===== src/pmrc_pkg.sv =====
package pmrc_pkg;

    // ==========================================================
    // Register subaddresses
    localparam logic [7:0] ADDR_CTRL  = 8'h06;
    localparam logic [7:0] ADDR_FLAGS = 8'h07;
    localparam logic [7:0] ADDR_KEY   = 8'h10;
    localparam logic [7:0] ADDR_CONV  = 8'h11;
    localparam logic [7:0] ADDR_SWOUT = 8'h12;
    localparam logic [7:0] ADDR_CFGA  = 8'h13;

    // ==========================================================
    // Reset values and writable masks
    localparam logic [7:0] RST_CTRL   = 8'h00;
    localparam logic [7:0] RST_FLAGS  = 8'h00;
    localparam logic [7:0] RST_CONV   = 8'h00;
    localparam logic [7:0] RST_SWOUT  = 8'h00;
    localparam logic [7:0] RST_CFGA   = 8'h08;
    localparam logic [7:0] MASK_CONV  = 8'h3F;
    localparam logic [7:0] MASK_SWOUT = 8'h7F;
    localparam logic [7:0] MASK_CFGA  = 8'hFB;
    localparam logic [7:0] READ_ZERO  = 8'h00;

    // ==========================================================
    // Field positions
    localparam int CTRL_COIN   = 0;
    localparam int CTRL_PFSD   = 1;
    localparam int CONV_BKP_A  = 4;
    localparam int CONV_BKP_B  = 5;
    localparam int SW_LINREG   = 0;
    localparam int SW_PIN_A    = 4;
    localparam int SW_PIN_B    = 5;
    localparam int SW_PIN_C    = 6;
    localparam int CFG_INSEL   = 5;
    localparam int CFG_BUFTYPE = 6;

    // Value is arbitrary; it only salts the unlock write.
    localparam logic [7:0] UNLOCK_KEY_VALUE = 8'h5A;
    // Value is arbitrary; bus address of this slave.
    localparam logic [6:0] DEV_ADDR         = 7'h2A;
    localparam logic [3:0] I2C_BITS         = 4'h8;

    typedef enum logic [6:0] {
        ST_IDLE = 7'h01,
        ST_ADDR = 7'h02,
        ST_AACK = 7'h04,
        ST_WR   = 7'h08,
        ST_WACK = 7'h10,
        ST_RD   = 7'h20,
        ST_RACK = 7'h40
    } pmrc_i2c_e;

endpackage : pmrc_pkg


===== src/pmrc_regbus_if.sv =====
`timescale 1ns/1ps
interface pmrc_regbus_if;
    logic       wr_stb;
    logic       rd_stb;
    logic [7:0] addr;
    logic [7:0] wdata;
    logic [7:0] rdata;
    modport slave (output wr_stb, output rd_stb, output addr, output wdata, input rdata);
    modport regs  (input wr_stb, input rd_stb, input addr, input wdata, output rdata);
endinterface : pmrc_regbus_if


===== src/pmrc_rail_control_regs.sv =====
`timescale 1ns/1ps
module pmrc_rail_control_regs (
    input  wire logic       CLK_IN,
    input  wire logic       NRST_IN,
    input  wire logic       SCL_IN,
    input  wire logic       SDA_IN,
    output logic            SDA_OUT,
    output logic            SDA_OE_N_OUT,
    input  wire logic       POWER_FAIL_OUT_N_IN,
    input  wire logic       FRESH_SEAL_IN,
    input  wire logic       WARM_RESET_PIN_EN_IN,
    input  wire logic       SEQ_LOAD_IN,
    input  wire logic [6:0] SEQ_ENABLES_IN,
    input  wire logic       SEQ_POWER_UP_IN,
    input  wire logic       WAKE_FROM_SUSPEND_IN,
    input  wire logic [7:0] SUSPEND_ON_IN,
    input  wire logic       GEN_PIN_A_IN,
    input  wire logic       GEN_PIN_C_IN,
    output logic            GEN_PIN_A_OUT,
    output logic            GEN_PIN_A_OE_N_OUT,
    output logic            GEN_PIN_B_OUT,
    output logic            GEN_PIN_B_OE_N_OUT,
    output logic            GEN_PIN_C_OUT,
    output logic            GEN_PIN_C_OE_N_OUT,
    output logic            WARM_RESET_OUT,
    output logic            COIN_ACQ_START_OUT,
    output logic            OFF_STATE_OUT,
    output logic [5:0]      CONV_ON_OUT,
    output logic [3:0]      SWITCH_ON_OUT,
    output logic [7:0]      CONFIG_A_OUT
);

    // ==========================================================
    // Bus slave
    pmrc_regbus_if bus ();

    pmrc_i2c_slave u_slave (
        .clk_in       (CLK_IN),
        .nrst_in      (NRST_IN),
        .scl_in       (SCL_IN),
        .sda_in       (SDA_IN),
        .sda_oe_n_out (SDA_OE_N_OUT),
        .bus          (bus.slave)
    );

    // Open-drain: the line is only ever pulled low.
    assign SDA_OUT       = 1'b0;
    assign GEN_PIN_A_OUT = 1'b0;
    assign GEN_PIN_C_OUT = 1'b0;

    // ==========================================================
    // Storage
    logic       pfsd_q, coin_q, off_q, arm_q;
    logic [7:0] arm_addr_q, flags_q, conv_q, swout_q, cfga_q;

    // A converter that the seal protects may be set but never cleared
    // while the seal is fresh.
    function automatic logic guard(input logic old_v, input logic new_v, input logic seal);
        guard = seal ? (old_v | new_v) : new_v;
    endfunction : guard

    // ==========================================================
    // Decode
    wire wr_c      = bus.wr_stb;
    wire wr_ctrl   = wr_c && bus.addr == pmrc_pkg::ADDR_CTRL;
    wire wr_key    = wr_c && bus.addr == pmrc_pkg::ADDR_KEY;
    wire is_prot   = bus.addr == pmrc_pkg::ADDR_CONV || bus.addr == pmrc_pkg::ADDR_SWOUT
                     || bus.addr == pmrc_pkg::ADDR_CFGA;
    // Unlock holds for exactly one write, and only to the named subaddress.
    wire unlock_ok = arm_q && arm_addr_q == bus.addr;
    wire wr_prot   = wr_c && is_prot && unlock_ok;
    wire wr_conv   = wr_prot && bus.addr == pmrc_pkg::ADDR_CONV;
    wire wr_swout  = wr_prot && bus.addr == pmrc_pkg::ADDR_SWOUT;
    wire wr_cfga   = wr_prot && bus.addr == pmrc_pkg::ADDR_CFGA;
    wire pf_trip   = pfsd_q && !POWER_FAIL_OUT_N_IN;

    // ==========================================================
    // Converter enables: shutdown over sequencer over host
    wire [7:0] conv_host = wr_conv ? (bus.wdata & pmrc_pkg::MASK_CONV) : conv_q;
    wire [7:0] conv_seq  = SEQ_LOAD_IN ? {conv_host[7:5], SEQ_ENABLES_IN[4:0]} : conv_host;
    wire [7:0] conv_off  = pf_trip ? 8'h00 : conv_seq;
    wire       bkp_a_d   = guard(conv_q[pmrc_pkg::CONV_BKP_A], conv_off[pmrc_pkg::CONV_BKP_A],
                                 FRESH_SEAL_IN);
    wire       bkp_b_d   = guard(conv_q[pmrc_pkg::CONV_BKP_B], conv_off[pmrc_pkg::CONV_BKP_B],
                                 FRESH_SEAL_IN);
    wire [7:0] conv_d    = {2'b00, bkp_b_d, bkp_a_d, conv_off[3:0]};

    // Switch and pin register: sequencer owns linreg and first switch.
    wire [7:0] sw_host   = wr_swout ? (bus.wdata & pmrc_pkg::MASK_SWOUT) : swout_q;
    // The sequencer word puts the linear regulator above the first switch, the register below it.
    wire [7:0] sw_seq    = SEQ_LOAD_IN ? {sw_host[7:2], SEQ_ENABLES_IN[5], SEQ_ENABLES_IN[6]} : sw_host;
    wire [7:0] swout_d   = pf_trip ? {sw_seq[7:4], 4'h0} : sw_seq;

    wire [7:0] cfga_d    = wr_cfga ? (bus.wdata & pmrc_pkg::MASK_CFGA) : cfga_q;

    // ==========================================================
    // Read mux; the key register and unmapped subaddresses read zero.
    wire [7:0] rd_word =
        bus.addr == pmrc_pkg::ADDR_CTRL  ? {6'h00, pfsd_q, coin_q} :
        bus.addr == pmrc_pkg::ADDR_FLAGS ? flags_q :
        bus.addr == pmrc_pkg::ADDR_CONV  ? conv_q :
        bus.addr == pmrc_pkg::ADDR_SWOUT ? swout_q :
        bus.addr == pmrc_pkg::ADDR_CFGA  ? cfga_q :
        pmrc_pkg::READ_ZERO;

    // ==========================================================
    // Pin control
    wire insel     = cfga_q[pmrc_pkg::CFG_INSEL];
    wire pushpull  = cfga_q[pmrc_pkg::CFG_BUFTYPE];
    wire pin_b_src = insel ? GEN_PIN_A_IN : swout_q[pmrc_pkg::SW_PIN_B];
    wire pin_a_oen = insel | swout_q[pmrc_pkg::SW_PIN_A];
    wire pin_b_oen = pushpull ? 1'b0 : pin_b_src;
    wire pin_c_oen = WARM_RESET_PIN_EN_IN | swout_q[pmrc_pkg::SW_PIN_C];

    // ==========================================================
    // Registers
    always_ff @(posedge CLK_IN) begin
        if (!NRST_IN) begin
            {pfsd_q, coin_q} <= pmrc_pkg::RST_CTRL[1:0];
            off_q <= 1'b0;
            arm_q <= 1'b0;
            arm_addr_q <= 8'h00;
            flags_q <= pmrc_pkg::RST_FLAGS;
            conv_q <= pmrc_pkg::RST_CONV;
            swout_q <= pmrc_pkg::RST_SWOUT;
            cfga_q <= pmrc_pkg::RST_CFGA;
            bus.rdata <= pmrc_pkg::READ_ZERO;
            COIN_ACQ_START_OUT <= 1'b0;
        end else begin
            conv_q <= conv_d;
            swout_q <= swout_d;
            cfga_q <= cfga_d;
            if (wr_ctrl) begin
                pfsd_q <= bus.wdata[pmrc_pkg::CTRL_PFSD];
            end
            // A fresh write of 1 wins over the self-clear of the last one.
            coin_q <= wr_ctrl & bus.wdata[pmrc_pkg::CTRL_COIN];
            COIN_ACQ_START_OUT <= coin_q;
            if (pf_trip) begin
                off_q <= 1'b1;
            end else if (SEQ_POWER_UP_IN) begin
                off_q <= 1'b0;
            end
            if (wr_key) begin
                arm_q <= 1'b1;
                arm_addr_q <= bus.wdata ^ pmrc_pkg::UNLOCK_KEY_VALUE;
            end else if (wr_c) begin
                arm_q <= 1'b0;
            end
            if (SEQ_POWER_UP_IN) begin
                flags_q <= WAKE_FROM_SUSPEND_IN ? SUSPEND_ON_IN : 8'h00;
            end
            if (bus.rd_stb) begin
                bus.rdata <= rd_word;
            end
        end
    end

    always_ff @(posedge CLK_IN) begin
        if (!NRST_IN) begin
            GEN_PIN_A_OE_N_OUT <= 1'b1;
            GEN_PIN_B_OE_N_OUT <= 1'b1;
            GEN_PIN_B_OUT <= 1'b0;
            GEN_PIN_C_OE_N_OUT <= 1'b1;
            WARM_RESET_OUT <= 1'b0;
        end else begin
            GEN_PIN_A_OE_N_OUT <= pin_a_oen;
            GEN_PIN_B_OE_N_OUT <= pin_b_oen;
            GEN_PIN_B_OUT <= pushpull & pin_b_src;
            GEN_PIN_C_OE_N_OUT <= pin_c_oen;
            WARM_RESET_OUT <= WARM_RESET_PIN_EN_IN & ~GEN_PIN_C_IN;
        end
    end

    assign OFF_STATE_OUT = off_q;
    assign CONV_ON_OUT   = conv_q[5:0];
    assign SWITCH_ON_OUT = swout_q[3:0];
    assign CONFIG_A_OUT  = cfga_q;

    // ==========================================================
    // Assertions
    property p_pf_shutdown;
        @(posedge CLK_IN) disable iff (!NRST_IN)
        pf_trip |=> OFF_STATE_OUT && CONV_ON_OUT[3:0] == 4'h0 && SWITCH_ON_OUT == 4'h0;
    endproperty
    a_pf_shutdown: assert property (p_pf_shutdown) else $error("rails not shut on power fail");

    property p_pf_ignored;
        @(posedge CLK_IN) disable iff (!NRST_IN)
        $rose(OFF_STATE_OUT) |-> $past(pfsd_q) && !$past(POWER_FAIL_OUT_N_IN);
    endproperty
    a_pf_ignored: assert property (p_pf_ignored) else $error("off state entered without enable");

    property p_coin_pulse;
        @(posedge CLK_IN) disable iff (!NRST_IN)
        wr_ctrl && bus.wdata[pmrc_pkg::CTRL_COIN] |=> coin_q ##1 COIN_ACQ_START_OUT;
    endproperty
    a_coin_pulse: assert property (p_coin_pulse) else $error("coin start not pulsed");

    property p_flags_load;
        @(posedge CLK_IN) disable iff (!NRST_IN)
        SEQ_POWER_UP_IN && !WAKE_FROM_SUSPEND_IN |=> flags_q == 8'h00;
    endproperty
    a_flags_load: assert property (p_flags_load) else $error("flags set after cold power-up");

    property p_flags_ro;
        @(posedge CLK_IN) disable iff (!NRST_IN)
        !SEQ_POWER_UP_IN |=> $stable(flags_q);
    endproperty
    a_flags_ro: assert property (p_flags_ro) else $error("flags changed without power-up");

    property p_key_zero;
        @(posedge CLK_IN) disable iff (!NRST_IN)
        bus.rd_stb && bus.addr == pmrc_pkg::ADDR_KEY |=> bus.rdata == 8'h00;
    endproperty
    a_key_zero: assert property (p_key_zero) else $error("key register read nonzero");

    property p_seal_b;
        @(posedge CLK_IN) disable iff (!NRST_IN)
        FRESH_SEAL_IN && conv_q[pmrc_pkg::CONV_BKP_B] |=> conv_q[pmrc_pkg::CONV_BKP_B];
    endproperty
    a_seal_b: assert property (p_seal_b) else $error("sealed converter disabled");

    property p_seq_load;
        @(posedge CLK_IN) disable iff (!NRST_IN)
        SEQ_LOAD_IN && !pf_trip |=> conv_q[3:0] == $past(SEQ_ENABLES_IN[3:0])
                                    && swout_q[1:0] == {$past(SEQ_ENABLES_IN[5]), $past(SEQ_ENABLES_IN[6])};
    endproperty
    a_seq_load: assert property (p_seq_load) else $error("sequencer load not applied");

    property p_locked;
        @(posedge CLK_IN) disable iff (!NRST_IN)
        wr_c && bus.addr == pmrc_pkg::ADDR_CFGA && !arm_q |=> $stable(cfga_q);
    endproperty
    a_locked: assert property (p_locked) else $error("locked write took effect");

    property p_pin_c;
        @(posedge CLK_IN) disable iff (!NRST_IN)
        WARM_RESET_PIN_EN_IN [*2] |-> GEN_PIN_C_OE_N_OUT;
    endproperty
    a_pin_c: assert property (p_pin_c) else $error("third pin driven in warm-reset mode");

    property p_seal_a;
        @(posedge CLK_IN) disable iff (!NRST_IN)
        FRESH_SEAL_IN && conv_q[pmrc_pkg::CONV_BKP_A] |=> conv_q[pmrc_pkg::CONV_BKP_A];
    endproperty
    a_seal_a: assert property (p_seal_a) else $error("sealed fifth converter disabled");

    property p_pf_hold;
        @(posedge CLK_IN) disable iff (!NRST_IN)
        !pfsd_q && !SEQ_POWER_UP_IN |=> $stable(OFF_STATE_OUT);
    endproperty
    a_pf_hold: assert property (p_pf_hold) else $error("power state moved with shutdown off");

    property p_coin_clear;
        @(posedge CLK_IN) disable iff (!NRST_IN)
        coin_q && !wr_ctrl |=> !coin_q;
    endproperty
    a_coin_clear: assert property (p_coin_clear) else $error("coin bit did not self-clear");

    property p_unlock_once;
        @(posedge CLK_IN) disable iff (!NRST_IN)
        wr_c && !wr_key |=> !arm_q;
    endproperty
    a_unlock_once: assert property (p_unlock_once) else $error("unlock outlived one write");

    property p_pin_a;
        @(posedge CLK_IN) disable iff (!NRST_IN)
        !cfga_q[pmrc_pkg::CFG_INSEL] && !swout_q[pmrc_pkg::SW_PIN_A] |=> !GEN_PIN_A_OE_N_OUT;
    endproperty
    a_pin_a: assert property (p_pin_a) else $error("first pin not driven low");

    property p_pin_b_sel;
        @(posedge CLK_IN) disable iff (!NRST_IN)
        cfga_q[pmrc_pkg::CFG_INSEL] && !cfga_q[pmrc_pkg::CFG_BUFTYPE] |=> GEN_PIN_B_OE_N_OUT == $past(GEN_PIN_A_IN);
    endproperty
    a_pin_b_sel: assert property (p_pin_b_sel) else $error("second pin ignores first pin input");

    property p_warm_rst;
        @(posedge CLK_IN) disable iff (!NRST_IN)
        WARM_RESET_PIN_EN_IN && !GEN_PIN_C_IN |=> WARM_RESET_OUT;
    endproperty
    a_warm_rst: assert property (p_warm_rst) else $error("warm reset not passed on");

endmodule : pmrc_rail_control_regs


===== src/pmrc_i2c_slave.sv =====
`timescale 1ns/1ps
module pmrc_i2c_slave (
    input  wire logic     clk_in,
    input  wire logic     nrst_in,
    input  wire logic     scl_in,
    input  wire logic     sda_in,
    output logic          sda_oe_n_out,
    pmrc_regbus_if.slave  bus
);
    pmrc_pkg::pmrc_i2c_e state_q;
    logic       scl_q, sda_q, rw_q, sub_q, mack_q;
    logic [3:0] cnt_q;
    logic [7:0] sh_q;

    wire scl_rise = scl_in & ~scl_q;
    wire scl_fall = ~scl_in & scl_q;
    wire start_c  = scl_in & scl_q & sda_q & ~sda_in;
    wire stop_c   = scl_in & scl_q & ~sda_q & sda_in;
    wire full_c   = (cnt_q == pmrc_pkg::I2C_BITS);

    always_ff @(posedge clk_in) begin
        if (!nrst_in) begin
            state_q <= pmrc_pkg::ST_IDLE;
            {scl_q, sda_q} <= 2'b11;
            {rw_q, sub_q, mack_q, sda_oe_n_out} <= 4'b0001;
            cnt_q <= 4'h0;
            sh_q <= 8'h00;
            bus.wr_stb <= 1'b0;
            bus.rd_stb <= 1'b0;
            bus.addr <= 8'h00;
            bus.wdata <= 8'h00;
        end else begin
            scl_q <= scl_in;
            sda_q <= sda_in;
            bus.wr_stb <= 1'b0;
            bus.rd_stb <= 1'b0;
            // The subaddress steps once a write has been strobed.
            if (bus.wr_stb) begin
                bus.addr <= bus.addr + 8'h01;
            end
            if (start_c) begin
                state_q <= pmrc_pkg::ST_ADDR;
                cnt_q <= 4'h0;
                sub_q <= 1'b0;
                sda_oe_n_out <= 1'b1;
            end else if (stop_c) begin
                state_q <= pmrc_pkg::ST_IDLE;
                sda_oe_n_out <= 1'b1;
            end else if (scl_rise) begin
                case (state_q)
                    pmrc_pkg::ST_ADDR, pmrc_pkg::ST_WR: begin
                        sh_q <= {sh_q[6:0], sda_in};
                        cnt_q <= cnt_q + 4'h1;
                    end
                    pmrc_pkg::ST_RACK: begin
                        mack_q <= ~sda_in;
                        if (!sda_in) begin
                            bus.addr <= bus.addr + 8'h01;
                            bus.rd_stb <= 1'b1;
                        end
                    end
                    default: begin
                    end
                endcase
            end else if (scl_fall) begin
                case (state_q)
                    pmrc_pkg::ST_ADDR: begin
                        if (full_c && sh_q[7:1] == pmrc_pkg::DEV_ADDR) begin
                            state_q <= pmrc_pkg::ST_AACK;
                            rw_q <= sh_q[0];
                            bus.rd_stb <= sh_q[0];
                            sda_oe_n_out <= 1'b0;
                        end else if (full_c) begin
                            state_q <= pmrc_pkg::ST_IDLE;
                        end
                    end
                    pmrc_pkg::ST_WR: begin
                        if (full_c) begin
                            state_q <= pmrc_pkg::ST_WACK;
                            sda_oe_n_out <= 1'b0;
                            sub_q <= 1'b1;
                            if (sub_q) begin
                                bus.wr_stb <= 1'b1;
                                bus.wdata <= sh_q;
                            end else begin
                                bus.addr <= sh_q;
                            end
                        end
                    end
                    pmrc_pkg::ST_WACK: begin
                        state_q <= pmrc_pkg::ST_WR;
                        cnt_q <= 4'h0;
                        sda_oe_n_out <= 1'b1;
                    end
                    pmrc_pkg::ST_AACK, pmrc_pkg::ST_RACK: begin
                        if (state_q == pmrc_pkg::ST_AACK && !rw_q) begin
                            state_q <= pmrc_pkg::ST_WR;
                            cnt_q <= 4'h0;
                            sda_oe_n_out <= 1'b1;
                        end else if (state_q == pmrc_pkg::ST_RACK && !mack_q) begin
                            state_q <= pmrc_pkg::ST_IDLE;
                        end else begin
                            state_q <= pmrc_pkg::ST_RD;
                            sda_oe_n_out <= bus.rdata[7];
                            sh_q <= {bus.rdata[6:0], 1'b0};
                            cnt_q <= 4'h1;
                        end
                    end
                    pmrc_pkg::ST_RD: begin
                        if (full_c) begin
                            state_q <= pmrc_pkg::ST_RACK;
                            sda_oe_n_out <= 1'b1;
                        end else begin
                            sda_oe_n_out <= sh_q[7];
                            sh_q <= {sh_q[6:0], 1'b0};
                            cnt_q <= cnt_q + 4'h1;
                        end
                    end
                    default: begin
                        state_q <= pmrc_pkg::ST_IDLE;
                    end
                endcase
            end
        end
    end

endmodule : pmrc_i2c_slave


===== config.mk =====
export PLATFORM = sky130hd
export DESIGN_NAME = pmrc_rail_control_regs
export DESIGN_NICKNAME = d
export VERILOG_FILES = /design/src/pmrc_pkg.sv /design/src/pmrc_regbus_if.sv /design/src/pmrc_rail_control_regs.sv /design/src/pmrc_i2c_slave.sv
export SDC_FILE = /design/constraint.sdc
export NUM_CORES = 1
export LEC_CHECK = 0
export ABC_AREA = 1
export ABC_CLOCK_PERIOD_IN_PS = 2130
export BUFFER_PORTS_ARGS = -buffer_cell sky130_fd_sc_hd__buf_2
export CORE_MARGIN = 2
export CORE_UTILIZATION = 30
export DETAILED_ROUTE_END_ITERATION = 6
export PLACE_DENSITY_LB_ADDON = 0.1
export SLEW_MARGIN = 30
export SYNTH_ARGS = -nofsm -noshare
export SYNTH_HDL_FRONTEND = slang
export SYNTH_SLANG_ARGS = --single-unit

===== constraint.sdc =====
create_clock -name CLK_IN -period 2.13 [get_ports CLK_IN]
set_clock_uncertainty 0.15 [all_clocks]
set_input_delay 0.1065 -clock CLK_IN [delete_from_list [all_inputs] [get_ports CLK_IN]]
set_output_delay 0.1065 -clock CLK_IN [all_outputs]
set_load 0.1 [all_outputs]

==> results of run 1 <==
==> metal layers <==
metal  GRT usage  vias up
met1       0.246     2331
li1            -     2561
met5           0        -
met4      0.0503        0
met2       0.274      109
met3      0.0374       15
==> through the flow <==
stage,cells,util,hold slack (ns),power (uW)
after detailed placement,995,0.336,0.123,2460
after global routing,1044,0.373,0.0708,4230
after floorplan,726,-,0.0350,2340
after CTS,1044,0.372,0.00716,4120
final,1044,0.373,0.00446,4060
after global placement,995,0.336,0.125,2460
==> logic make-up (layout without fill, tap and decap cells) <==
logic type / Yosys count / after routing
and+or+nand+nor: 312 / 312
AOI/OAI and AO/OA: 168 / 168
buffers and inverters: 124 / 217
DFF: 97 / 97
xor gates and xnor gates: 11 / 11
adders and majority gates: 9 / 9
other: 1 / 4
muxes: 1 / 1
==> path summary, 6_finish.rpt <==
kind	start	endpoint	depth (start not counted)
setup reg to reg	u_slave.bus.addr[2]	u_slave.bus.addr[7]	8
hold / removal	SEQ_ENABLES_IN[4]	conv_q[4]	5
hold reg to reg	swout_q[6]	GEN_PIN_C_OE_N_OUT	2
setup / recovery	SCL_IN	u_slave.bus.wdata[6]	12
==> cell usage in the layout (no fill, tap or decap), types with 6 or more instances in the layout <==
cell type	instances
o21ai_1	14
a21oi_1	72
xor2_1	6
nor3_1	11
o211ai_1	7
inv_2	21
nand3_1	53
nand3_2	8
buf_4	19
clkbuf_16	9
dlygate4sd3_1	33
inv_1	72
o21ai_0	58
buf_2	51
nor2_1	58
nand4_1	10
dfxtp_1	96
nor2_2	9
ha_1	8
nand2_1	132
==> worst max-delay path, stage by stage <==
cell	delay, ns
dlygate4sd3_1	0.53
buf_2	0.14
ha_1	0.18
inv_1	0.09
nor3_2	0.06
nor2_2	0.15
inv_2	0.08
nor2_2	0.16
nand3_2	0.20
buf_4	0.22
o21ai_1	0.11
a21oi_1	0.05
==> power by group through the flow <==
stage | sequential [uW] | clock, uW | combinational [uW]
2_1_floorplan | 2010 | 0 | 329
3_3_place_gp | 1940 | 0 | 521
3_5_place_dp | 1940 | 0 | 523
4_1_cts | 1900 | 1650 | 567
5_1_grt | 1900 | 1710 | 624
6_report | 1900 | 1600 | 568
==> flip-flops by register name, indices dropped and copies added, names as in the netlist, 4 cells and up <==
| name | flops |
|---|---|
| CONFIG_A_OUT | 7 |
| arm_addr_q | 8 |
| bus.rdata | 8 |
| conv_q | 6 |
| flags_q | 8 |
| swout_q | 7 |
| u_slave.bus.addr | 8 |
| u_slave.bus.wdata | 8 |
| u_slave.cnt_q | 4 |
| u_slave.sh_q | 8 |
| u_slave.state_q | 7 |
==> repair_timing <==
| item | 4_1_cts | 5_1_grt |
|---|---|---|
| setup endpoints to repair | 1 | 15 |
| gates resized for setup | 1 | 8 |
| hold endpoints to repair | 26 | 0 |
| hold buffers | 33 | 0 |
==> layout make-up <==
class / instances / share of cell area
multi-input combinational: 505 / 0.433
sequential: 97 / 0.305
timing repair buffer: 103 / 0.114
inverter: 98 / 0.0586
tap: 225 / 0.0443
clock buffer: 11 / 0.0382
clock inverter: 5 / 0.00610
==> results by group, run 1 <==
STA
  • Final Hold Viols: 0
  • Post-Route Setup TNS: 0 ns
  • Worst slew pin tran: 0.548 ns
  • Slew HR: 0.634
  • Max Transition Viols Final: 0
  • Endpoints failing setup: 0
  • RSZ-0062 raised after global routing: no
  • Fmax: 0.502 GHz
  • Final Cycle Share: 0.935
  • Minimum clock period: 1.99 ns
  • Worst setup margin: 0.138 ns

Power
  • Pint: 2870 uW
  • Leakage: 0.00263 uW
  • Power density over the cells: 639 nW/um2
  • Worst VDD drop: 0.000405 V
  • Flop pwr share: 0.467
  • Psw: 1200 uW
  • Switching Share: 0.295
  • Clock power frac: 0.393
  • Logic pwr share: 0.140

Min path
  • Worst hold-check path type: in2reg

Critical path
  • Critical path capture point type: register
  • WP data required: 2.22 ns
  • CP startpoint kind: primary input
  • Critical path type: in2reg
  • Worst EP arrival: 2.08 ns
  • Reg2reg setup slack: 0.15 ns
  • CP Max Fanout: 10

Finish
  • Flip-flop and latch area: 1940 um2
  • Multi-input logic area: 2750 um2
  • Fillers: 1,841
  • Area grow syn2layout: 22.9%
  • Post-route cell area: 6360 um2
  • Final antenna diode count: 0
  • Share of cells above drive strength 1: 0.197
  • Nets: 850

Logic synthesis
  • #FFs+latches synth: 97
  • Mapped Cells: 723
  • Synth top area cells: dfxtp_1 38%, nand2_1 9.6%, a21oi_1 7.0%
  • Synth Warn #: 0
  • Post-synth EDFFs: 0
  • Simple-Gate Fraction of Synth Area: 0.306
  • FFs w/ async S/R, synth: 0
  • Multiplexer share of the synthesized area: 0.00193
  • Sequential fraction of the synthesis area: 0.375
  • Largest family of logic cells by synthesized area: simple AND/OR/NAND/NOR gates
  • Compound-gate portion of the synthesized area: 0.176
  • Top post-synthesis cells by count: 132 x nand2_1, 97 x dfxtp_1, 72 x a21oi_1, 72 x inv_1
  • Post-Synth XOR/XNOR Area: 0.0186
  • Yosys top cell area share: 0.375
  • Mapped Area: 5170 um2
  • Most common cell in the netlist: nand2_1
  • Top_reg_cell synth: dfxtp_1
  • Synth Area in Adders: 0.0218
  • Syn_area_per_cell: 7.16 um2
  • Distinct cells, synth: 46
  • Area leader, netlist: dfxtp_1

Routing
  • Metal2 WL: 7.24 mm
  • Met1 WL: 7.51 mm
  • Initial DRC Count: 321
  • Metal3 WL: 804 um
  • WL final: 15.7 mm
  • Vias per inst: 4.80
  • DR pass1 iterations: 5
  • Wire per inst: 15.1 um
  • ANT nets after route: 0
  • DR DRC count: 0
  • DR vias: 5,016
  • Top sig layer: met4

Clocking
  • Clk Tree Root Cell: clkbuf_16
  • Num CTS Buffers: 9
  • Clk sinks: 97
  • Skew-Pair Late Insertion Delay: 0.36 ns
  • Clock slew seen by the registers of the worst setup and hold paths: 0.07 ns
  • TritonCTS clock tree: built
  • CTS Buffer Depth: 2
  • Post-CTS setup buffers: 0
  • H-tree levels: 3

Placed design
  • Post-place setup slack: 0.0133 ns
  • Hpwl dp: 12.0 mm
  • Port Buffers: 51
  • GP Congestion: 0.934
  • Placed Area: 5730 um2

Global route
  • Grt ovf: 0
  • Vias in the first global route: 4,701
  • Largest net degree at the start of global routing: 50
  • First-pass GRT wire length: 25.0 mm
  • GR Util All Layers: 0.176
  • Antenna violations before repair: 0

Outcome
  • Status: completed

Die
  • Die height: 135 um
  • Die W: 135 um
  • Initial Utilization: 0.303
  • Overall die area: 18,300 um2
  • Floorplan row count: 48
  • Core area: 17,100 um2
  • Ports: 56

Job
  • # Max-Cap Violations: 0
(Power assumes the default switching activity.)
==> inputs of run 2 (changes only) <==
- ABC_AREA: 1 -> unset
==> run 2 against run 1 <==
The run now ends with hold timing, setup timing left. Critical path type is now reg2reg. Worst hold slack lost 0.015 ns. Global-route usage grew 1.2 points. Register-to-register slack lost 0.16 ns. Largest cell class unchanged. Highest routed layer unchanged. Non-clock buffer count grew 57.
==> results by group, run 2 <==
Outcome
  • Status: finished with violations
  • Failing checks: hold timing, setup timing

Die
  • Die W: 138 um (+1.9%)
  • Die height: 138 um (+1.9%)
  • Floorplan row count: 48 (unchanged)
  • Core area: 17,400 um2 (+2.1%)
  • Initial Utilization: 0.309 (+0.00558)
  • Ports: 56 (unchanged)
  • Overall die area: 19,000 um2 (+3.9%)

Global route
  • Vias in the first global route: 5,010 (+6.6%)
  • Grt ovf: 0 (unchanged)
  • Largest net degree at the start of global routing: 24 (-52%)
  • Antenna violations before repair: 0 (unchanged)
  • GR Util All Layers: 0.189 (+0.0124)
  • First-pass GRT wire length: 27.4 mm (+9.5%)

Min path
  • Worst hold-check path type: in2reg
  • Worst Min Path Start: NRST_IN
  • Hold Path Sink: u_slave.scl_q
  • Hold path cells: 2 (-3)

STA
  • Fmax: 0.467 GHz (-6.9%)
  • Worst setup margin: -0.0101 ns (-0.148 ns)
  • Max Transition Viols Final: 0 (unchanged)
  • Final Hold Viols: 2 (+2)
  • Final Cycle Share: 1.00 (+0.0695)
  • Endpoints failing setup: 1 (+1)
  • Minimum clock period: 2.14 ns (+0.148 ns)
  • Worst slew pin tran: 0.531 ns (-0.0165 ns)
  • RSZ-0062 raised after global routing: yes
  • WHS: -0.0104 ns (-0.0149 ns)
  • Slew HR: 0.644 (+0.0107)

Critical path
  • WP data required: 2.26 ns (+0.04 ns)
  • Worst EP arrival: 2.27 ns (+0.19 ns)
  • Reg2reg setup slack: -0.01 ns (-0.16 ns)
  • Critical path capture point type: register
  • R2r startpoint: u_slave.state_q[6]
  • Critical path type: reg2reg
  • RR Endpoint: u_slave.cnt_q[0]
  • CP startpoint kind: register
  • Reg2reg path depth: 5 (-3)
  • CP Max Fanout: 5 (-5)

Logic synthesis
  • Area leader, netlist: dfxtp_1
  • #FFs+latches synth: 97 (unchanged)
  • Post-synth EDFFs: 0 (unchanged)
  • Yosys top cell area share: 0.361 (-0.0144)
  • Most common cell in the netlist: dfxtp_1
  • Mapped Area: 5380 um2 (+4.0%)
  • Top post-synthesis cells by count: 97 x dfxtp_1, 66 x nor2_1, 52 x a21oi_1
  • Syn_area_per_cell: 8.40 um2 (+17%)
  • Top_reg_cell synth: dfxtp_1
  • Synth Warn #: 0 (unchanged)
  • Sequential fraction of the synthesis area: 0.361 (-0.0144)
  • Mapped Cells: 641 (-11%)
  • Synth top area cells: dfxtp_1 36%, mux2i_1 6.7%, a21oi_1 4.8%
  • FFs w/ async S/R, synth: 0 (unchanged)
  • Distinct cells, synth: 65 (+41%)

Finish
  • Nets: 803 (-5.5%)
  • Multi-input logic area: 3330 um2 (+21%)
  • Fillers: 1,838 (-0.16%)
  • Area grow syn2layout: 31.2%
  • Most common cell after layout, fill and taps aside: dfxtp_1
  • Post-route cell area: 7060 um2 (+11%)
  • Flip-flop and latch area: 1960 um2 (+0.97%)
  • Final antenna diode count: 0 (unchanged)
  • Share of cells above drive strength 1: 0.289 (+0.0923)
  • Most frequent cells in the layout: 85 x dfxtp_1, 80 x buf_4, 64 x nor2_1

Routing
  • Initial DRC Count: 247 (-23%)
  • DR pass1 iterations: 5 (unchanged)
  • DR DRC count: 0 (unchanged)
  • WL final: 17.3 mm (+10%)
  • DR vias: 5,103 (+1.7%)
  • Wire per inst: 17.4 um (+15%)
  • Vias per inst: 5.12 (+6.5%)
  • ANT nets after route: 0 (unchanged)

Placed design
  • GP Congestion: 0.872 (-6.6%)
  • Placed Area: 6340 um2 (+11%)
  • Hpwl dp: 13.2 mm (+10%)
  • Post-place setup slack: -0.0306 ns (-0.0440 ns)
  • Port Buffers: 51 (unchanged)

Clocking
  • Num CTS Buffers: 9 (unchanged)
  • TritonCTS clock tree: built
  • H-tree levels: 3 (unchanged)
  • Clk Tree Root Cell: clkbuf_16
  • Clk sinks: 97 (unchanged)
  • Clock slew seen by the registers of the worst setup and hold paths: 0.07 ns (about the same)
  • CTS Buffer Depth: 2 (unchanged)
  • Skew-Pair Late Insertion Delay: 0.36 ns (about the same)

Power
  • Psw: 1130 uW (-5.3%)
  • Power density over the cells: 570 nW/um2 (-11%)
  • Leakage: 0.00280 uW (+6.4%)
  • Switching Share: 0.282 (-0.0131)
  • Flop pwr share: 0.465 (-0.002)
  • Logic pwr share: 0.137 (-0.003)
  • Pint: 2890 uW (+0.91%)
  • Worst VDD drop: 0.000362 V (-11%)
  • Clock power frac: 0.398 (+0.005)

Job
  • # Max-Cap Violations: 0 (unchanged)
-- run 2: cell types whose count changed in the layout (fill, tap and decap cells not counted), moves of 11 or more --
cell / delta
nor2b_1: +23
o21ai_0: -35
mux2i_1: +35
buf_4: +61
nand3_1: -22
inv_2: -20
nand2_1: -87
dfxtp_1: -11
a21oi_1: -23
inv_1: -60
-- run 2: cell families after synthesis --
group	Yosys count	synth area share
AO/OA/AOI/OAI	146	0.173
XOR/XNOR	22	0.0358
adder cells (fa/ha/maj)	9	0.0209
buffers and inverters	61	0.0539
flip-flops	97	0.361
multiplexers	43	0.0844
other	1	0.000697
AND/OR/NAND/NOR	262	0.271
-- run 2: worst max path at each step --
stage,from,to,slack (ns)
2_1_floorplan,u_slave.bus.addr[3],conv_q[0],-0.03
3_3_place_gp,u_slave.state_q[6],u_slave.bus.addr[1],-0.05
3_5_place_dp,u_slave.bus.addr[7],conv_q[2],-0.03
4_1_cts,u_slave.state_q[6],u_slave.bus.addr[7],0.006
5_1_grt,u_slave.cnt_q[1],u_slave.cnt_q[0],-0.07
6_report,u_slave.state_q[6],u_slave.cnt_q[0],-0.01
-- run 2: routing by layer --
layer	vias to the layer above	global-route usage	wire length, um
met5	-	0	0
met4	0	0.0765	518
met3	29	0.0307	596
met2	106	0.301	8050
met1	2422	0.253	8150
li1	2546	-	-
-- run 2: layout make-up --
cell class                 instances  share of cell area
inverter                          13             0.00691
multi-input combinational        486               0.471
clock buffer                      12              0.0363
sequential                        97               0.278
clock inverter                     4             0.00390
timing repair buffer             160               0.164
tap                              225              0.0399
-- run 2: power groups by stage --
| stage | logic, uW | registers (uW) | clock network, uW |
|---|---|---|---|
| finish | 551 | 1870 | 1600 |
| CTS | 536 | 1870 | 1620 |
| detailed placement | 498 | 1920 | 0 |
| floorplan | 276 | 1980 | 0 |
| global placement | 495 | 1920 | 0 |
| global route | 590 | 1880 | 1700 |
-- run 2: stage by stage --
| step | util | instances | power, uW | TNS, ns |
|---|---|---|---|---|
| finish | 0.405 | 997 | 4030 | -0.0101 |
| global route | 0.405 | 997 | 4170 | -0.814 |
| CTS | 0.395 | 992 | 4030 | 0 |
| detailed placement | 0.364 | 952 | 2410 | -0.178 |
| global placement | 0.364 | 952 | 2410 | -0.106 |
| floorplan | - | 644 | 2260 | -0.104 |
-- run 2: repair_timing --
item | 4_1_cts | 5_1_grt
resized for setup | 10 | 38
endpoints found under the hold margin | 24 | 0
endpoints found under the setup margin | 37 | 50
gates cloned | 0 | 1
hold buffers | 23 | 0
buffers inserted | 1 | 4
pin swaps | 2 | 10
-- run 2: critical path: stages (launching register included) --
cell and delay [ns]:
dfxtp_4 0.37, or4b_2 0.74, o2111ai_1 0.27, o211a_1 0.27, o311ai_0 0.15, o21ai_0 0.11
==> inputs of run 3 (changes only) <==
- REMOVE_ABC_BUFFERS: unset -> 1
- SETUP_SLACK_MARGIN: unset -> 0.15
- SKIP_CTS_REPAIR_TIMING: unset -> 1
==> run 3 against run 2 <==
The flow finishes with violations (setup timing). Register-to-register slack worse by 0.05 ns. Sequential power hardly changed. Die area is the same. Critical endpoint is now u_slave.sh_q[6]. Largest power group unchanged. Flip-flop and latch count stayed put. Clock power up 7%. Critical path depth grew 1. Power increased by 4.1%. Cell count is 3.4% higher. Via count rose by 5.9%. Combinational power up 12%.
==> results by group, run 3 (synthesized netlist as in run 2, its figures left out) <==
Outcome
  • Status: finished with violations
  • Failing checks: setup timing

STA
  • Slew HR: 0.660 (+0.0153)
  • Fmax: 0.456 GHz (-2.5%)
  • Final Hold Viols: 0 (-2)
  • Worst setup margin: -0.0642 ns (-0.0541 ns)
  • Worst slew pin tran: 0.509 ns (-0.0224 ns)
  • RSZ-0062 raised after global routing: yes
  • Minimum clock period: 2.19 ns (+0.0541 ns)
  • Endpoints failing setup: 11 (+10)
  • Final Cycle Share: 1.03 (+0.0254)
  • Max Transition Viols Final: 0 (unchanged)

Die
  • Core area: 17,400 um2 (unchanged)
  • Floorplan row count: 48 (unchanged)
  • Ports: 56 (unchanged)
  • Die W: 138 um (unchanged)
  • Overall die area: 19,000 um2 (unchanged)
  • Die height: 138 um (unchanged)
  • Initial Utilization: 0.309 (unchanged)

Power
  • Power density over the cells: 538 nW/um2 (-5.7%)
  • Flop pwr share: 0.445 (-0.020)
  • Switching Share: 0.288 (+0.00583)
  • Leakage: 0.00304 uW (+8.5%)
  • Pint: 2990 uW (+3.2%)
  • Clock power frac: 0.408 (+0.010)
  • Psw: 1210 uW (+6.2%)
  • Worst VDD drop: 0.000371 V (+2.4%)
  • Logic pwr share: 0.147 (+0.010)

Min path
  • Worst hold-check path type: in2reg

Job
  • # Max-Cap Violations: 0 (unchanged)

Placed design
  • GP Congestion: 0.850 (-2.6%)
  • Placed Area: 6490 um2 (+2.4%)
  • Port Buffers: 51 (unchanged)
  • Post-place setup slack: -0.352 ns (-0.322 ns)
  • Hpwl dp: 13.2 mm (+0.28%)
  • Dpl cells: 976 (+2.5%)

Critical path
  • Critical path capture point type: register
  • WP data required: 2.19 ns (-0.07 ns)
  • Reg2reg setup slack: -0.06 ns (-0.05 ns)
  • CP startpoint kind: register
  • Critical path type: reg2reg
  • Worst EP arrival: 2.26 ns (about the same)
  • CP Max Fanout: 8 (+3)

Finish
  • Most frequent cells in the layout: 99 x buf_4, 79 x dfxtp_1, 60 x nor2_1
  • Non-filler cells, final: 1,031 (+3.4%)
  • Most common cell after layout, fill and taps aside: buf_4
  • Nets: 837 (+4.2%)
  • Post-route cell area: 7790 um2 (+10%)
  • Area grow syn2layout: 44.8%
  • Final core occ: 0.447 (+0.0420)
  • Final antenna diode count: 0 (unchanged)
  • Share of cells above drive strength 1: 0.388 (+0.0995)

Global route
  • Largest net degree at the start of global routing: 51 (+110%)
  • First-pass GRT wire length: 27.7 mm (+1.3%)
  • Grt ovf: 0 (unchanged)
  • Vias in the first global route: 4,936 (-1.5%)
  • Antenna violations before repair: 0 (unchanged)
  • GR Util All Layers: 0.191 (+0.00267)

Clocking
  • Skew-Pair Late Insertion Delay: 0.35 ns (about the same)
  • Clock slew seen by the registers of the worst setup and hold paths: 0.08 ns (about the same)
  • CTS Buffer Depth: 2 (unchanged)
  • TritonCTS clock tree: built
  • Clk sinks: 97 (unchanged)
  • Clk Tree Root Cell: clkbuf_16
  • H-tree levels: 3 (unchanged)
  • Num CTS Buffers: 9 (unchanged)

Routing
  • ANT nets after route: 0 (unchanged)
  • WL final: 18.6 mm (+7.7%)
  • DR pass1 iterations: 5 (unchanged)
  • DR vias: 5,403 (+5.9%)
  • DR DRC count: 0 (unchanged)
  • Initial DRC Count: 318 (+29%)
  • Wire per inst: 18.1 um (+4.2%)
  • Vias per inst: 5.24 (+2.4%)
run 3: critical path, cell delays in order (launching register included):
cell and delay [ns]:
dfxtp_4 0.37, buf_6 0.13, or4b_4 0.58, nor3_4 0.34
o32ai_4 0.19, a21oi_1 0.23, a311oi_2 0.07
run 3: layer usage:
| metal | GRT usage | up-vias | part of all wire |
|---|---|---|---|
| met5 | 0 | - | 0 |
| met3 | 0.0314 | 28 | 0.034 |
| met4 | 0.0522 | 0 | 0.018 |
| met1 | 0.273 | 2653 | 0.48 |
| li1 | - | 2626 | - |
| met2 | 0.297 | 96 | 0.47 |
run 3: per-stage QoR:
stage	power (uW)	TNS, ns	hold WS [ns]
2_1_floorplan	2220	-5.14	0.0184
3_3_place_gp	2420	-4.59	0.119
3_5_place_dp	2420	-5.53	0.124
4_1_cts	4140	-6.91	-0.244
5_1_grt	4340	-1.54	0.00267
6_report	4190	-0.299	0.00441
run 3: worst paths after layout:
path | end | startpoint | cells past startpoint
worst max-delay path | u_slave.sh_q[6] | u_slave.state_q[6] | 6
worst min-delay path | GEN_PIN_B_OUT | GEN_PIN_A_IN | 3
worst max register to register | u_slave.sh_q[6] | u_slave.state_q[6] | 6
worst min register to register | arm_addr_q[6] | arm_addr_q[6] | 2
run 3: cell type report:
type                       count  area, um2
timing repair buffer         193       1490
clock inverter                 5       63.8
sequential                    97       1980
multi-input combinational    487       3690
clock buffer                  11        233
fill                        1746       9630
inverter                      13       48.8
tap                          225        282
run 3: power by group through the flow:
| stage | clock [uW] | combinational [uW] | sequential (uW) |
|---|---|---|---|
| after floorplan | 0 | 209 | 2010 |
| after global placement | 0 | 508 | 1910 |
| after detailed placement | 0 | 511 | 1910 |
| after CTS | 1760 | 513 | 1870 |
| after global routing | 1820 | 654 | 1870 |
| final | 1710 | 618 | 1860 |
